$ cat config.mk
export PLATFORM = sky130hd
export DESIGN_NAME = sdwc_top
export DESIGN_NICKNAME = d
export VERILOG_FILES = /design/src/rtl/sdwc_pkg.sv /design/src/rtl/sdwc_top.sv
export VERILOG_INCLUDE_DIRS = /design/src /design/src/rtl
export SDC_FILE = /design/constraint.sdc
export NUM_CORES = 1
export LEC_CHECK = 0
export BUFFER_PORTS_ARGS = -buffer_cell sky130_fd_sc_hd__clkbuf_2
export CAP_MARGIN = 0
export CORE_MARGIN = 1.5
export CORE_UTILIZATION = 25
export CTS_CLUSTER_SIZE = 14
export DETAILED_ROUTE_END_ITERATION = 16
export SETUP_SLACK_MARGIN = 0.05
export SLEW_MARGIN = 10
export SYNTH_ARGS = -nofsm -noshare
export SYNTH_HDL_FRONTEND = slang
export SYNTH_SLANG_ARGS = --single-unit
export TNS_END_PERCENT = 50
$ cat constraint.sdc
create_clock -name clk -period 3.79 [get_ports clk]
set_input_delay 0.379 -clock clk [delete_from_list [all_inputs] [get_ports clk]]
set_output_delay 0.379 -clock clk [all_outputs]
set_load 0.01 [all_outputs]
$ cat src/rtl/sdwc_regs.svh
`ifndef SDWC_REGS_SVH
`define SDWC_REGS_SVH

// Register word indices and byte offsets, one aligned word each
`define SDWC_IDX_CTRL       5'd0
`define SDWC_IDX_CLKCFG     5'd1
`define SDWC_IDX_DATA0      5'd2
`define SDWC_IDX_DATA_LAST  5'd18
`define SDWC_OFS_CTRL       32'h0000_0000
`define SDWC_OFS_CLKCFG     32'h0000_0004
`define SDWC_OFS_DATA0      32'h0000_0008
`define SDWC_DATA_REGS      17

// Control register fields
`define SDWC_CTRL_EN        7
`define SDWC_CTRL_FAST      6
`define SDWC_CTRL_LOWI      5
`define SDWC_CTRL_CON_HI    3
`define SDWC_CTRL_CON_LO    0
`define SDWC_CTRL_MASK      8'hef
`define SDWC_CTRL_RESET     8'h00

// Clock configuration register fields
`define SDWC_CLK_FCD_HI     6
`define SDWC_CLK_FCD_LO     5
`define SDWC_CLK_DUTY_HI    4
`define SDWC_CLK_DUTY_LO    3
`define SDWC_CLK_DIV_HI     2
`define SDWC_CLK_DIV_LO     0
`define SDWC_CLK_MASK       8'h7f
`define SDWC_CLK_RESET      8'h00

// Oscillator divide ratios for the waveform base clock
`define SDWC_RATIO_128      17'd128
`define SDWC_RATIO_256      17'd256
`define SDWC_RATIO_512      17'd512
`define SDWC_RATIO_1024     17'd1024
`define SDWC_RATIO_16384    17'd16384
`define SDWC_RATIO_32768    17'd32768
`define SDWC_RATIO_65536    17'd65536

// Fast-charge pulse is the base period shifted down by these
`define SDWC_BOOST_SH_32    5
`define SDWC_BOOST_SH_64    6
`define SDWC_BOOST_SH_128   7

// Ladder level codes driven per plane pin
`define SDWC_LVL_VLCD       2'h0
`define SDWC_LVL_VLCD1      2'h1
`define SDWC_LVL_VLCD2      2'h2
`define SDWC_LVL_VLCD3      2'h3

`endif

$ cat src/rtl/sdwc_pkg.sv
package sdwc_pkg;

    typedef enum logic [1:0] {
        SDWC_BUS_IDLE = 2'h0,
        SDWC_BUS_READ = 2'h1
    } sdwc_bus_st_t;

    typedef enum logic [1:0] {
        SDWC_DUTY_STATIC  = 2'h0,
        SDWC_DUTY_THIRD   = 2'h1,
        SDWC_DUTY_QUARTER = 2'h2,
        SDWC_DUTY_UNUSED  = 2'h3
    } sdwc_duty_t;

endpackage

$ cat src/rtl/sdwc_top.sv
// What this block does
// - The enable bit starts waveform drive on every plane pin the duty uses, 0 stops it, and reset clears it.
// - Low-current 0 picks the 37k ladder, low-current 1 alone picks 146k, both set picks fast charge, reset clears both.
// - A 4-bit read/write contrast code runs from maximum contrast at 0 to minimum at 15.
// - The contrast code picks the lowest bias as a rising fraction of supply, 0.6 to 27.7 percent.
// - In fast charge each base half period starts with a low-resistance pulse of 1/32, 1/64 or 1/128 base period.
// - The fast-charge duration field is read/write, reset to 0, and code 11 is not to be used.
// - Duty 00 is static and 01 is one-third with the shared pin a frontplane, 10 is one-quarter with it a backplane.
// - The duty field is read/write and reset to static, and code 11 is not to be used.
// - The base divider select divides the oscillator by 128, 256, 512 or 1024 for codes 0 to 3, reset giving 128.
// - Codes 4 to 6 divide by 16384, 32768 and 65536, and code 7 is reserved.
// - The divider counts the oscillator output clock itself.
// - Nineteen registers are offered: control, clock configuration and seventeen segment data.
// - A segment data bit of 1 lights its crossing and 0 darkens it, two frontplanes per data register except the last, which drives one.
// - While disabled every plane pin sits at supply and the ladder is disconnected.
// - A frame lasts as many base periods as the multiplex ratio.
//
// The address map and the AHB-Lite slave port are this design's own decisions.
`timescale 1ns/1ns
`default_nettype none
`include "sdwc_regs.svh"

module sdwc_top (
    input  wire logic        clk,
    input  wire logic        rst_b,
    input  wire logic        hsel,
    input  wire logic [31:0] haddr,
    input  wire logic [1:0]  htrans,
    input  wire logic        hwrite,
    input  wire logic [2:0]  hsize,
    input  wire logic [31:0] hwdata,
    input  wire logic        hready,
    output logic      [31:0] hrdata,
    output logic             hreadyout,
    output logic             hresp,
    output logic      [5:0]  bp_level,
    output logic      [1:0]  shared_plane_level,
    output logic             shared_is_backplane,
    output logic      [63:0] fp_level,
    output logic             ladder_connect,
    output logic             ladder_low_res,
    output logic      [3:0]  contrast_code,
    output logic      [8:0]  bias_permille
);
    import sdwc_pkg::*;

    logic [7:0]   ctrl_r;
    logic [7:0]   clkcfg_r;
    logic [7:0]   seg_data_r [0:`SDWC_DATA_REGS-1];
    sdwc_bus_st_t bus_st_r;
    logic         wr_pend_r;
    logic [4:0]   wr_idx_r;
    logic [4:0]   rd_idx_r;
    logic [7:0]   rd_mux;
    logic         take;
    logic [4:0]   wr_data_idx;
    logic [4:0]   rd_data_idx;

    logic         en;
    logic         boost_mode;
    sdwc_duty_t   duty;
    logic [16:0]  ratio;
    logic [15:0]  half_lim;
    logic [11:0]  boost_width;
    logic [15:0]  div_cnt_r;
    logic         half_tick;
    logic         pol_r;
    logic [1:0]   phase_r;
    logic [1:0]   phase_last;
    logic [11:0]  boost_left_r;
    logic         boost_pulse_r;
    logic [1:0]   bp_lvl_c [0:3];
    logic [1:0]   fp_lvl_c [0:32];

    assign take        = hsel && htrans[1] && hready;
    assign wr_data_idx = wr_idx_r - `SDWC_IDX_DATA0;
    assign rd_data_idx = rd_idx_r - `SDWC_IDX_DATA0;
    assign en          = ctrl_r[`SDWC_CTRL_EN];
    assign boost_mode  = ctrl_r[`SDWC_CTRL_FAST] && ctrl_r[`SDWC_CTRL_LOWI];
    assign duty = sdwc_duty_t'(clkcfg_r[`SDWC_CLK_DUTY_HI:`SDWC_CLK_DUTY_LO]);

    // Bus: writes zero-wait, reads take one wait state
    always_ff @(posedge clk) begin
        if (!rst_b) begin
            bus_st_r  <= SDWC_BUS_IDLE;
            hreadyout <= 1'b1;
            hresp     <= 1'b0;
            hrdata    <= 32'h0;
            wr_pend_r <= 1'b0;
            wr_idx_r  <= 5'h0;
            rd_idx_r  <= 5'h0;
        end else begin
            wr_pend_r <= take && hwrite;
            if (take && hwrite) begin
                wr_idx_r <= haddr[6:2];
            end
            unique case (bus_st_r)
                SDWC_BUS_IDLE: begin
                    if (take && !hwrite) begin
                        rd_idx_r  <= haddr[6:2];
                        hreadyout <= 1'b0;
                        bus_st_r  <= SDWC_BUS_READ;
                    end
                end
                SDWC_BUS_READ: begin
                    hrdata    <= {24'h0, rd_mux};
                    hreadyout <= 1'b1;
                    bus_st_r  <= SDWC_BUS_IDLE;
                end
                default: begin
                    hreadyout <= 1'b1;
                    bus_st_r  <= SDWC_BUS_IDLE;
                end
            endcase
        end
    end

    always_comb begin
        rd_mux = 8'h00;
        if (rd_idx_r == `SDWC_IDX_CTRL) begin
            rd_mux = ctrl_r;
        end else if (rd_idx_r == `SDWC_IDX_CLKCFG) begin
            rd_mux = clkcfg_r;
        end else if (rd_idx_r <= `SDWC_IDX_DATA_LAST) begin
            rd_mux = seg_data_r[rd_data_idx];
        end
    end

    // Control and clock registers
    always_ff @(posedge clk) begin
        if (!rst_b) begin
            ctrl_r   <= `SDWC_CTRL_RESET;
            clkcfg_r <= `SDWC_CLK_RESET;
        end else if (wr_pend_r) begin
            if (wr_idx_r == `SDWC_IDX_CTRL) begin
                ctrl_r <= hwdata[7:0] & `SDWC_CTRL_MASK;
            end
            if (wr_idx_r == `SDWC_IDX_CLKCFG) begin
                clkcfg_r <= hwdata[7:0] & `SDWC_CLK_MASK;
            end
        end
    end

    // Segment data keeps its contents through reset
    always_ff @(posedge clk) begin
        if (wr_pend_r && wr_idx_r >= `SDWC_IDX_DATA0
                && wr_idx_r <= `SDWC_IDX_DATA_LAST) begin
            seg_data_r[wr_data_idx] <= hwdata[7:0];
        end
    end

    // Divide ratio; reserved code falls back to the slowest rate
    always_comb begin
        unique case (clkcfg_r[`SDWC_CLK_DIV_HI:`SDWC_CLK_DIV_LO])
            3'h0: ratio = `SDWC_RATIO_128;
            3'h1: ratio = `SDWC_RATIO_256;
            3'h2: ratio = `SDWC_RATIO_512;
            3'h3: ratio = `SDWC_RATIO_1024;
            3'h4: ratio = `SDWC_RATIO_16384;
            3'h5: ratio = `SDWC_RATIO_32768;
            3'h6: ratio = `SDWC_RATIO_65536;
            3'h7: ratio = `SDWC_RATIO_65536;
        endcase
        half_lim = 16'((ratio >> 1) - 17'd1);
        unique case (clkcfg_r[`SDWC_CLK_FCD_HI:`SDWC_CLK_FCD_LO])
            2'h0: boost_width = 12'(ratio >> `SDWC_BOOST_SH_32);
            2'h1: boost_width = 12'(ratio >> `SDWC_BOOST_SH_64);
            2'h2: boost_width = 12'(ratio >> `SDWC_BOOST_SH_128);
            2'h3: boost_width = 12'h0;
        endcase
        unique case (duty)
            SDWC_DUTY_THIRD:   phase_last = 2'h2;
            SDWC_DUTY_QUARTER: phase_last = 2'h3;
            default:           phase_last = 2'h0;
        endcase
    end

    // Divider runs straight off the oscillator clock
    assign half_tick = en && (div_cnt_r >= half_lim);

    always_ff @(posedge clk) begin
        if (!rst_b || !en) begin
            div_cnt_r <= 16'h0;
            pol_r     <= 1'b0;
            phase_r   <= 2'h0;
        end else if (half_tick) begin
            div_cnt_r <= 16'h0;
            pol_r     <= ~pol_r;
            if (pol_r) begin
                phase_r <= (phase_r >= phase_last) ? 2'h0
                                                   : phase_r + 2'h1;
            end
        end else begin
            div_cnt_r <= div_cnt_r + 16'h1;
        end
    end

    // Fast-charge pulse at the start of each half period
    always_ff @(posedge clk) begin
        if (!rst_b || !en) begin
            boost_left_r  <= 12'h0;
            boost_pulse_r <= 1'b0;
        end else if (half_tick) begin
            boost_left_r  <= boost_width - 12'(boost_width != 12'h0);
            boost_pulse_r <= boost_width != 12'h0;
        end else begin
            boost_left_r  <= boost_left_r - 12'(boost_left_r != 12'h0);
            boost_pulse_r <= boost_left_r != 12'h0;
        end
    end

    // Plane levels; unused backplanes rest at supply
    genvar k;
    generate
        for (k = 0; k < 4; k++) begin : g_bp
            always_comb begin
                if (!en || 2'(k) > phase_last) begin
                    bp_lvl_c[k] = `SDWC_LVL_VLCD;
                end else if (duty == SDWC_DUTY_STATIC
                        || phase_r == 2'(k)) begin
                    bp_lvl_c[k] = pol_r ? `SDWC_LVL_VLCD3
                                        : `SDWC_LVL_VLCD;
                end else begin
                    bp_lvl_c[k] = pol_r ? `SDWC_LVL_VLCD1
                                        : `SDWC_LVL_VLCD2;
                end
            end
        end
        for (k = 0; k < 33; k++) begin : g_fp
            logic lit;
            assign lit = seg_data_r[k / 2][(k % 2) * 4 + phase_r];
            always_comb begin
                if (!en) begin
                    fp_lvl_c[k] = `SDWC_LVL_VLCD;
                end else if (lit) begin
                    fp_lvl_c[k] = pol_r ? `SDWC_LVL_VLCD
                                        : `SDWC_LVL_VLCD3;
                end else if (duty == SDWC_DUTY_STATIC) begin
                    fp_lvl_c[k] = pol_r ? `SDWC_LVL_VLCD3
                                        : `SDWC_LVL_VLCD;
                end else begin
                    fp_lvl_c[k] = pol_r ? `SDWC_LVL_VLCD2
                                        : `SDWC_LVL_VLCD1;
                end
            end
            if (k > 0) begin : g_out
                always_ff @(posedge clk) begin
                    if (!rst_b) begin
                        fp_level[2*k-1:2*k-2] <= `SDWC_LVL_VLCD;
                    end else begin
                        fp_level[2*k-1:2*k-2] <= fp_lvl_c[k];
                    end
                end
            end
        end
    endgenerate

    function automatic logic [8:0] bias_of(input logic [3:0] code);
        unique case (code)
            4'h0: bias_of = 9'd6;
            4'h1: bias_of = 9'd29;
            4'h2: bias_of = 9'd52;
            4'h3: bias_of = 9'd74;
            4'h4: bias_of = 9'd96;
            4'h5: bias_of = 9'd116;
            4'h6: bias_of = 9'd135;
            4'h7: bias_of = 9'd153;
            4'h8: bias_of = 9'd172;
            4'h9: bias_of = 9'd188;
            4'ha: bias_of = 9'd205;
            4'hb: bias_of = 9'd220;
            4'hc: bias_of = 9'd236;
            4'hd: bias_of = 9'd250;
            4'he: bias_of = 9'd264;
            4'hf: bias_of = 9'd277;
        endcase
    endfunction

    // Backplanes, shared pin and ladder controls
    always_ff @(posedge clk) begin
        if (!rst_b) begin
            bp_level            <= 6'h0;
            shared_plane_level  <= `SDWC_LVL_VLCD;
            shared_is_backplane <= 1'b0;
            ladder_connect      <= 1'b0;
            ladder_low_res      <= 1'b1;
            contrast_code       <= 4'h0;
            bias_permille       <= 9'd6;
        end else begin
            bp_level <= {bp_lvl_c[2], bp_lvl_c[1], bp_lvl_c[0]};
            shared_is_backplane <= duty == SDWC_DUTY_QUARTER;
            shared_plane_level  <= (duty == SDWC_DUTY_QUARTER)
                                   ? bp_lvl_c[3] : fp_lvl_c[0];
            ladder_connect <= en;
            ladder_low_res <= !ctrl_r[`SDWC_CTRL_LOWI]
                              || (boost_mode && boost_pulse_r);
            contrast_code  <= ctrl_r[`SDWC_CTRL_CON_HI:`SDWC_CTRL_CON_LO];
            bias_permille  <= bias_of(
                ctrl_r[`SDWC_CTRL_CON_HI:`SDWC_CTRL_CON_LO]);
        end
    end

    // Checks
    logic [15:0] gap_cnt_r;
    logic        gap_seen_r;
    always_ff @(posedge clk) begin
        if (!rst_b || !en || wr_pend_r) begin
            gap_cnt_r  <= 16'h0;
            gap_seen_r <= 1'b0;
        end else if (half_tick) begin
            gap_cnt_r  <= 16'h0;
            gap_seen_r <= 1'b1;
        end else begin
            gap_cnt_r  <= gap_cnt_r + 16'h1;
        end
    end
endmodule // sdwc_top
`default_nettype wire

Word-level counts from Yosys, hierarchy flattened
Memory sizes are Yosys's and may differ from the RTL's. A register that Yosys moved wholly into a read port is not among the register bits.
Index checks and enable logic that the tools add are counted.
W data, S select, Z words.
{"block": "totals", "register_bits": 146, "ramBits": 136, "romBits": 200, "input_bits": 74, "out_inout_bits": 122, "elab_cells": 252, "mem_count": 3}
{"name": "(name not given)", "depth": 16, "word_bits": 9, "rd": 1, "rd_clocked_by_memory_dff": 1, "wr": 0, "line_no": "sdwc_top.sv:259", "text": "unique case (code)"}
{"name": "seg_data_r", "depth": 17, "word_bits": 8, "rd": 18, "rd_clocked_by_memory_dff": 0, "wr": 1, "line_no": "sdwc_top.sv:49", "text": "logic [7:0] seg_data_r [0:`SDWC_DATA_REGS-1];"}
{"name": "(name not given)", "depth": 8, "word_bits": 7, "rd": 1, "rd_clocked_by_memory_dff": 1, "wr": 0, "line_no": "sdwc_top.sv:154", "text": "unique case (clkcfg_r[`SDWC_CLK_DIV_HI:`SDWC_CLK_DIV_LO])"}
{"block": "op_classes", "n_addsub": 8, "order_cmp": 11, "n_eq_ne": 10, "muxes": 123, "bitwise_logic": 2, "reduce_logical": 42}
{"cell": "$mux W2", "count": 46}
{"cell": "$bmux W1 S3", "count": 16}
{"cell": "$pmux W12 S4", "count": 1}
{"cell": "$mux W1", "count": 36}
{"cell": "$bmux W1 S2", "count": 17}
{"cell": "$mux W8", "count": 3}
{"cell": "$reduce_bool A12 Y1", "count": 2}
{"cell": "$sub A12 B1 Y12", "count": 2}
{"cell": "$add A16 B1 Y16 const B", "count": 1}
{"cell": "$ge A16 B16 Y1", "count": 1}
{"cell": "$sub A16 B1 Y16 const B", "count": 1}
{"cell": "$mux W12", "count": 1}
{"cell": "$reduce_and A2 Y1", "count": 6}
{"cell": "$eq A2 B2 Y1 const B", "count": 5}
{"cell": "$eq A5 B1 Y1 const B", "count": 2}
{"cell": "$le A5 B5 Y1 const B", "count": 2}
{"cell": "$logic_not A5 Y1", "count": 2}
{"cell": "$logic_or A1 B1 Y1", "count": 10}
{"cell": "$sub A5 B2 Y5 const B", "count": 2}
{"cell": "$logic_and A1 B1 Y1", "count": 9}
{"cell": "$logic_not A2 Y1", "count": 4}
{"cell": "$reduce_or A2 Y1", "count": 4}
{"cell": "$eq A2 B1 Y1 const B", "count": 3}
{"cell": "$mux W3", "count": 2}
{"cell": "other kinds (11)", "count": 18}

Depth between registers and ports, before layout
{"block": "logic_depth", "word_depth": 6, "depth_mapped": 15, "mapped_depth_nobuf": 12}

Worst setup path before layout
OpenSTA, ideal clock, no wires.
{"block": "synth_path", "kind": "reg2reg", "startpoint": "reg, netlist name ratio[7]", "endpoint": "reg div_cnt_r[10]", "setup_time_ns": 0.064, "arrival_time_ns": 2.575, "required_ns": 3.726, "setup_slack_ns": 1.151, "path_stages_with_launch": 13, "n_path_buf": 3, "synth_period_minus_slack_ns": 2.639, "path_cell_list": "dfxtp_1 > clkbuf_1 > inv_1 > ha_1 > ha_1 > and4_1 > a221o_1 > a221oi_2 > o21ai_1 > or2_1 > buf_6 > buf_6 > nor2_1"}
{"block": "synth_between", "elab_chain_cells": 4}
{"item": "$sub A16 B1 Y16", "line_no": "sdwc_top.sv:164", "text": "half_lim = 16'((ratio >> 1) - 17'd1);"}
{"item": "$ge A16 B16 Y1", "line_no": "sdwc_top.sv:179", "text": "assign half_tick = en && (div_cnt_r >= half_lim);"}
{"item": "$logic_and A1 B1 Y1", "line_no": "sdwc_top.sv:179"}
{"item": "$reduce_or A2 Y1 (no line)"}
{"item": "end signal: assignment", "line_no": "sdwc_top.sv:194", "text": "div_cnt_r <= div_cnt_r + 16'h1;"}
{"item": "end: declaration", "line_no": "sdwc_top.sv:65", "text": "logic [15:0] div_cnt_r;"}
No other way between the ends.
A chain may end at the register's enable or synchronous reset.

Final worst setup path
{"block": "layout_path", "startpoint": "reg, netlist name ratio[7]", "endpoint": "reg div_cnt_r[2]"}
{"block": "layout_between", "elab_chain_cells": 4}
{"item": "$sub A16 B1 Y16", "line_no": "sdwc_top.sv:164"}
{"item": "$ge A16 B16 Y1", "line_no": "sdwc_top.sv:179"}
{"item": "$logic_and A1 B1 Y1", "line_no": "sdwc_top.sv:179"}
{"item": "$reduce_or A2 Y1 (no line)"}
No other way between the ends.

==> metrics.cfg <==
[drt]
first_pass_iters = 5
dr_wl_met2_mm = 21.7
viasPerCell = 4.47
routed_wl_mm = 44.1
wl_met3_mm = 3.19
dr_total_vias = 11128
antenna_left = 0
route.detailed.drc = 0
top_layer = met5
met1_length_mm = 18.0
wl_per_cell_um = 17.7
drt_iter0_drc = 887

[sta]
rsz0062_at_grt = no
hold_viol = 0
min_period_ns = 3.12
slew_headroom_pct = 33.8
finalHoldWorstSlack_ns = 0.0517
setup_viol = 0
finClkSkew_ns = 0.0273
tightestPinTransition_ns = 0.992
fin_crit_sh_pct = 82.4
maxSlewViolCount = 0
fmax_mhz = 320
final.setup.tns_ns = 0

[critical_path]
end_kind = flip-flop
critical_path_buf_inv_count = 1
cp_data_arrival_time_ns = 3.57
path_cells = inv_1 > ha_1 > nand2_1 > nor2_1 > xnor2_1 > ha_1 > nand4_1 > o21ai_2 > or2_1 > nor2_1
cp-start-kind = flip-flop
cp_top_family = simple AND/OR/NAND/NOR gates
critPathRequiredTime_ns = 4.24
crit_type = reg -> reg
cp_slowest_stage_delay_ns = 0.65
path_max_fanout = 21
slowest_stage = o21ai_2

[floorplanning]
rows = 99
die_x_um = 274
fp.dieArea_sq_um = 75100
coreArea_sq_um = 72800
start_util_pct = 25.2
die_h_um = 274
ioPinCount = 196

[synthesis]
synth_most_common_cell = edfxtp_1
syn-cell-area_sq_um = 18400
synth_area_leaders = edfxtp_1 42%, dfxtp_1 18%, mux4_2 13%
ys_top_cells_by_count = 256 x edfxtp_1, 197 x nor2_1, 161 x dfxtp_1, 102 x mux4_2, 80 x xnor2_1
async_flop_share_pct = 0
syn_inst = 1367
avgSynthCellArea_sq_um = 13.4
synth-main-ff-cell = edfxtp_1
synth_edf_count = 256
seq_area_frac_synth_pct = 59.4
synth_cell_types = 60
yosysWarnings = 0
synth_top_area_share_pct = 41.8
ys_seq_elements = 417
synth.largest_area_cell = edfxtp_1

[cts]
clockBufferDepth = 3
clkTransAtPathRegs_ns = 0.06
clock_latency_ns = 0.59
numCtsBuffers = 43
clock_sinks = 417
cts_setup_buffers = 0
cts_tree = built
cts-root-buf = clkbuf_16
postCtsHoldBufs = 0
cts_resized = 0
cts_max_level = 2

[global_routing]
grt.total_usage_pct = 11.7
grt_pass1_vias = 11188
antenna_found_initial = 3
overflow = 0
grt_max_degree = 68
grt_first_pass_wirelength_mm = 67.2

[run]
cap_violations = 0

[layout]
fin_nets = 1607
seqCellArea_sq_um = 10900
areaGrowthSynthToFinish_pct = 17.3
postLayoutCellArea_sq_um = 21600
final_util_pct = 29.6
fillers = 7295
diodes = 0
drive_gt1_share_pct = 22.3
multi_input_area_sq_um = 6920

[placed_design]
placed_cell_area_sq_um = 20000
dp_hpwl_mm = 31.1
gp_congestion = 0.859
io_buffer_count = 115

[power]
total_leakage_power_nw = 7.39
ir_worst_vdd_uv = 293
powerDensity_nw_per_um2 = 449

[status]
status = complete, no violations

[hold_path]
hp-class = in -> reg

==> per-layer routing <==
metal / vias up / track usage (%)
met3: 65 / 3.70
met5: - / 0
li1: 5202 / -
met4: 4 / 3.64
met2: 305 / 19.8
met1: 5552 / 14.1
==> area by class of cell <==
class                           count  share of cell area (%)
Inverter                           27                   0.470
Multi-Input combinational cell    854                    32.1
Clock buffer                       53                    5.51
Timing Repair Buffer              153                    4.11
Clock inverter                     27                    1.64
Tap cell                          959                    5.56
Sequential cell                   417                    50.6
==> worst min-delay path: cells and delay by family <==
kind / cells / cell delay [ns]
AND/OR/NAND/NOR: 1 / 0.08
buffers and inverters: 1 / 0.09
multiplexers: 1 / 0.06
==> logic make-up (layout without fill, tap and decap cells) <==
family | after synthesis | in the layout | synth area share [%]
mux | 141 | 141 | 14.7
fa+ha+maj | 37 | 37 | 2.52
compound gates | 123 | 123 | 4.39
simple gates | 406 | 406 | 10.1
flops | 417 | 417 | 59.4
other cells | 1 | 41 | 0.0204
buf+inv | 136 | 260 | 3.85
xor+xnor | 106 | 106 | 5.05
==> sequential cells by signal, indices dropped and copies added (netlist names), 2 cells and up <==
register,count
seg_data_r,256
fp_level,64
div_cnt_r,16
boost_left_r,12
bias_permille,9
hrdata,8
clkcfg_r,7
ctrl_r,7
ratio,7
bp_level,5
rd_idx_r,5
wr_idx_r,5
contrast_code,4
phase_r,2
shared_plane_level,2
==> power breakdown <==
part	total (mW)	leakage, nW	switching, mW	internal [mW]
clock	4.57	0.758	1.83	2.74
combinational	0.263	3.02	0.183	0.0798
sequential	4.85	3.61	0.0160	4.83
==> per-stage QoR <==
stage / power, mW / std cells / worst slack [ns]
4_1_cts: 9.80 / 2490 / 0.670
5_1_grt: 10.0 / 2490 / 0.275
3_3_place_gp: 5.20 / 2410 / 0.686
6_report: 9.68 / 2490 / 0.668
3_5_place_dp: 5.21 / 2410 / 0.680
2_1_floorplan: 5.10 / 1407 / 1.15
==> cells in the final DEF, fill, tap and decap left out, types with 4 or more instances in the layout <==
cell,n
a21oi_1,36
clkbuf_16,46
xnor2_1,80
nand4_1,16
nor2b_1,10
o32ai_1,4
clkbuf_2,115
inv_1,26
clkinv_2,8
nor3_1,16
o221ai_1,8
conb_1,41
mux4_2,102
o21ai_0,25
clkbuf_1,6
buf_4,36
a21o_1,5
nand2_1,67
o22ai_1,4
nand3_1,23
dfxtp_1,157
a211oi_1,15
nor4_1,6
and3_1,6
xor2_1,26
o31ai_1,4
clkinv_1,6
edfxtp_1,256
nor2_1,197
a311oi_1,4
and2_1,6
mux2i_1,34
ha_1,37
nand2b_1,40
bufinv_16,7
==> final timing paths <==
path,start,end,slack [ns],depth (start not counted)
max reg2reg,ratio[7],div_cnt_r[2],0.67,10
max,ratio[7],div_cnt_r[2],0.67,10
min,haddr[4],rd_idx_r[2],0.05,3
min reg2reg,div_cnt_r[0],div_cnt_r[0],0.48,1
No activity file was read; power rests on OpenSTA's default activity.
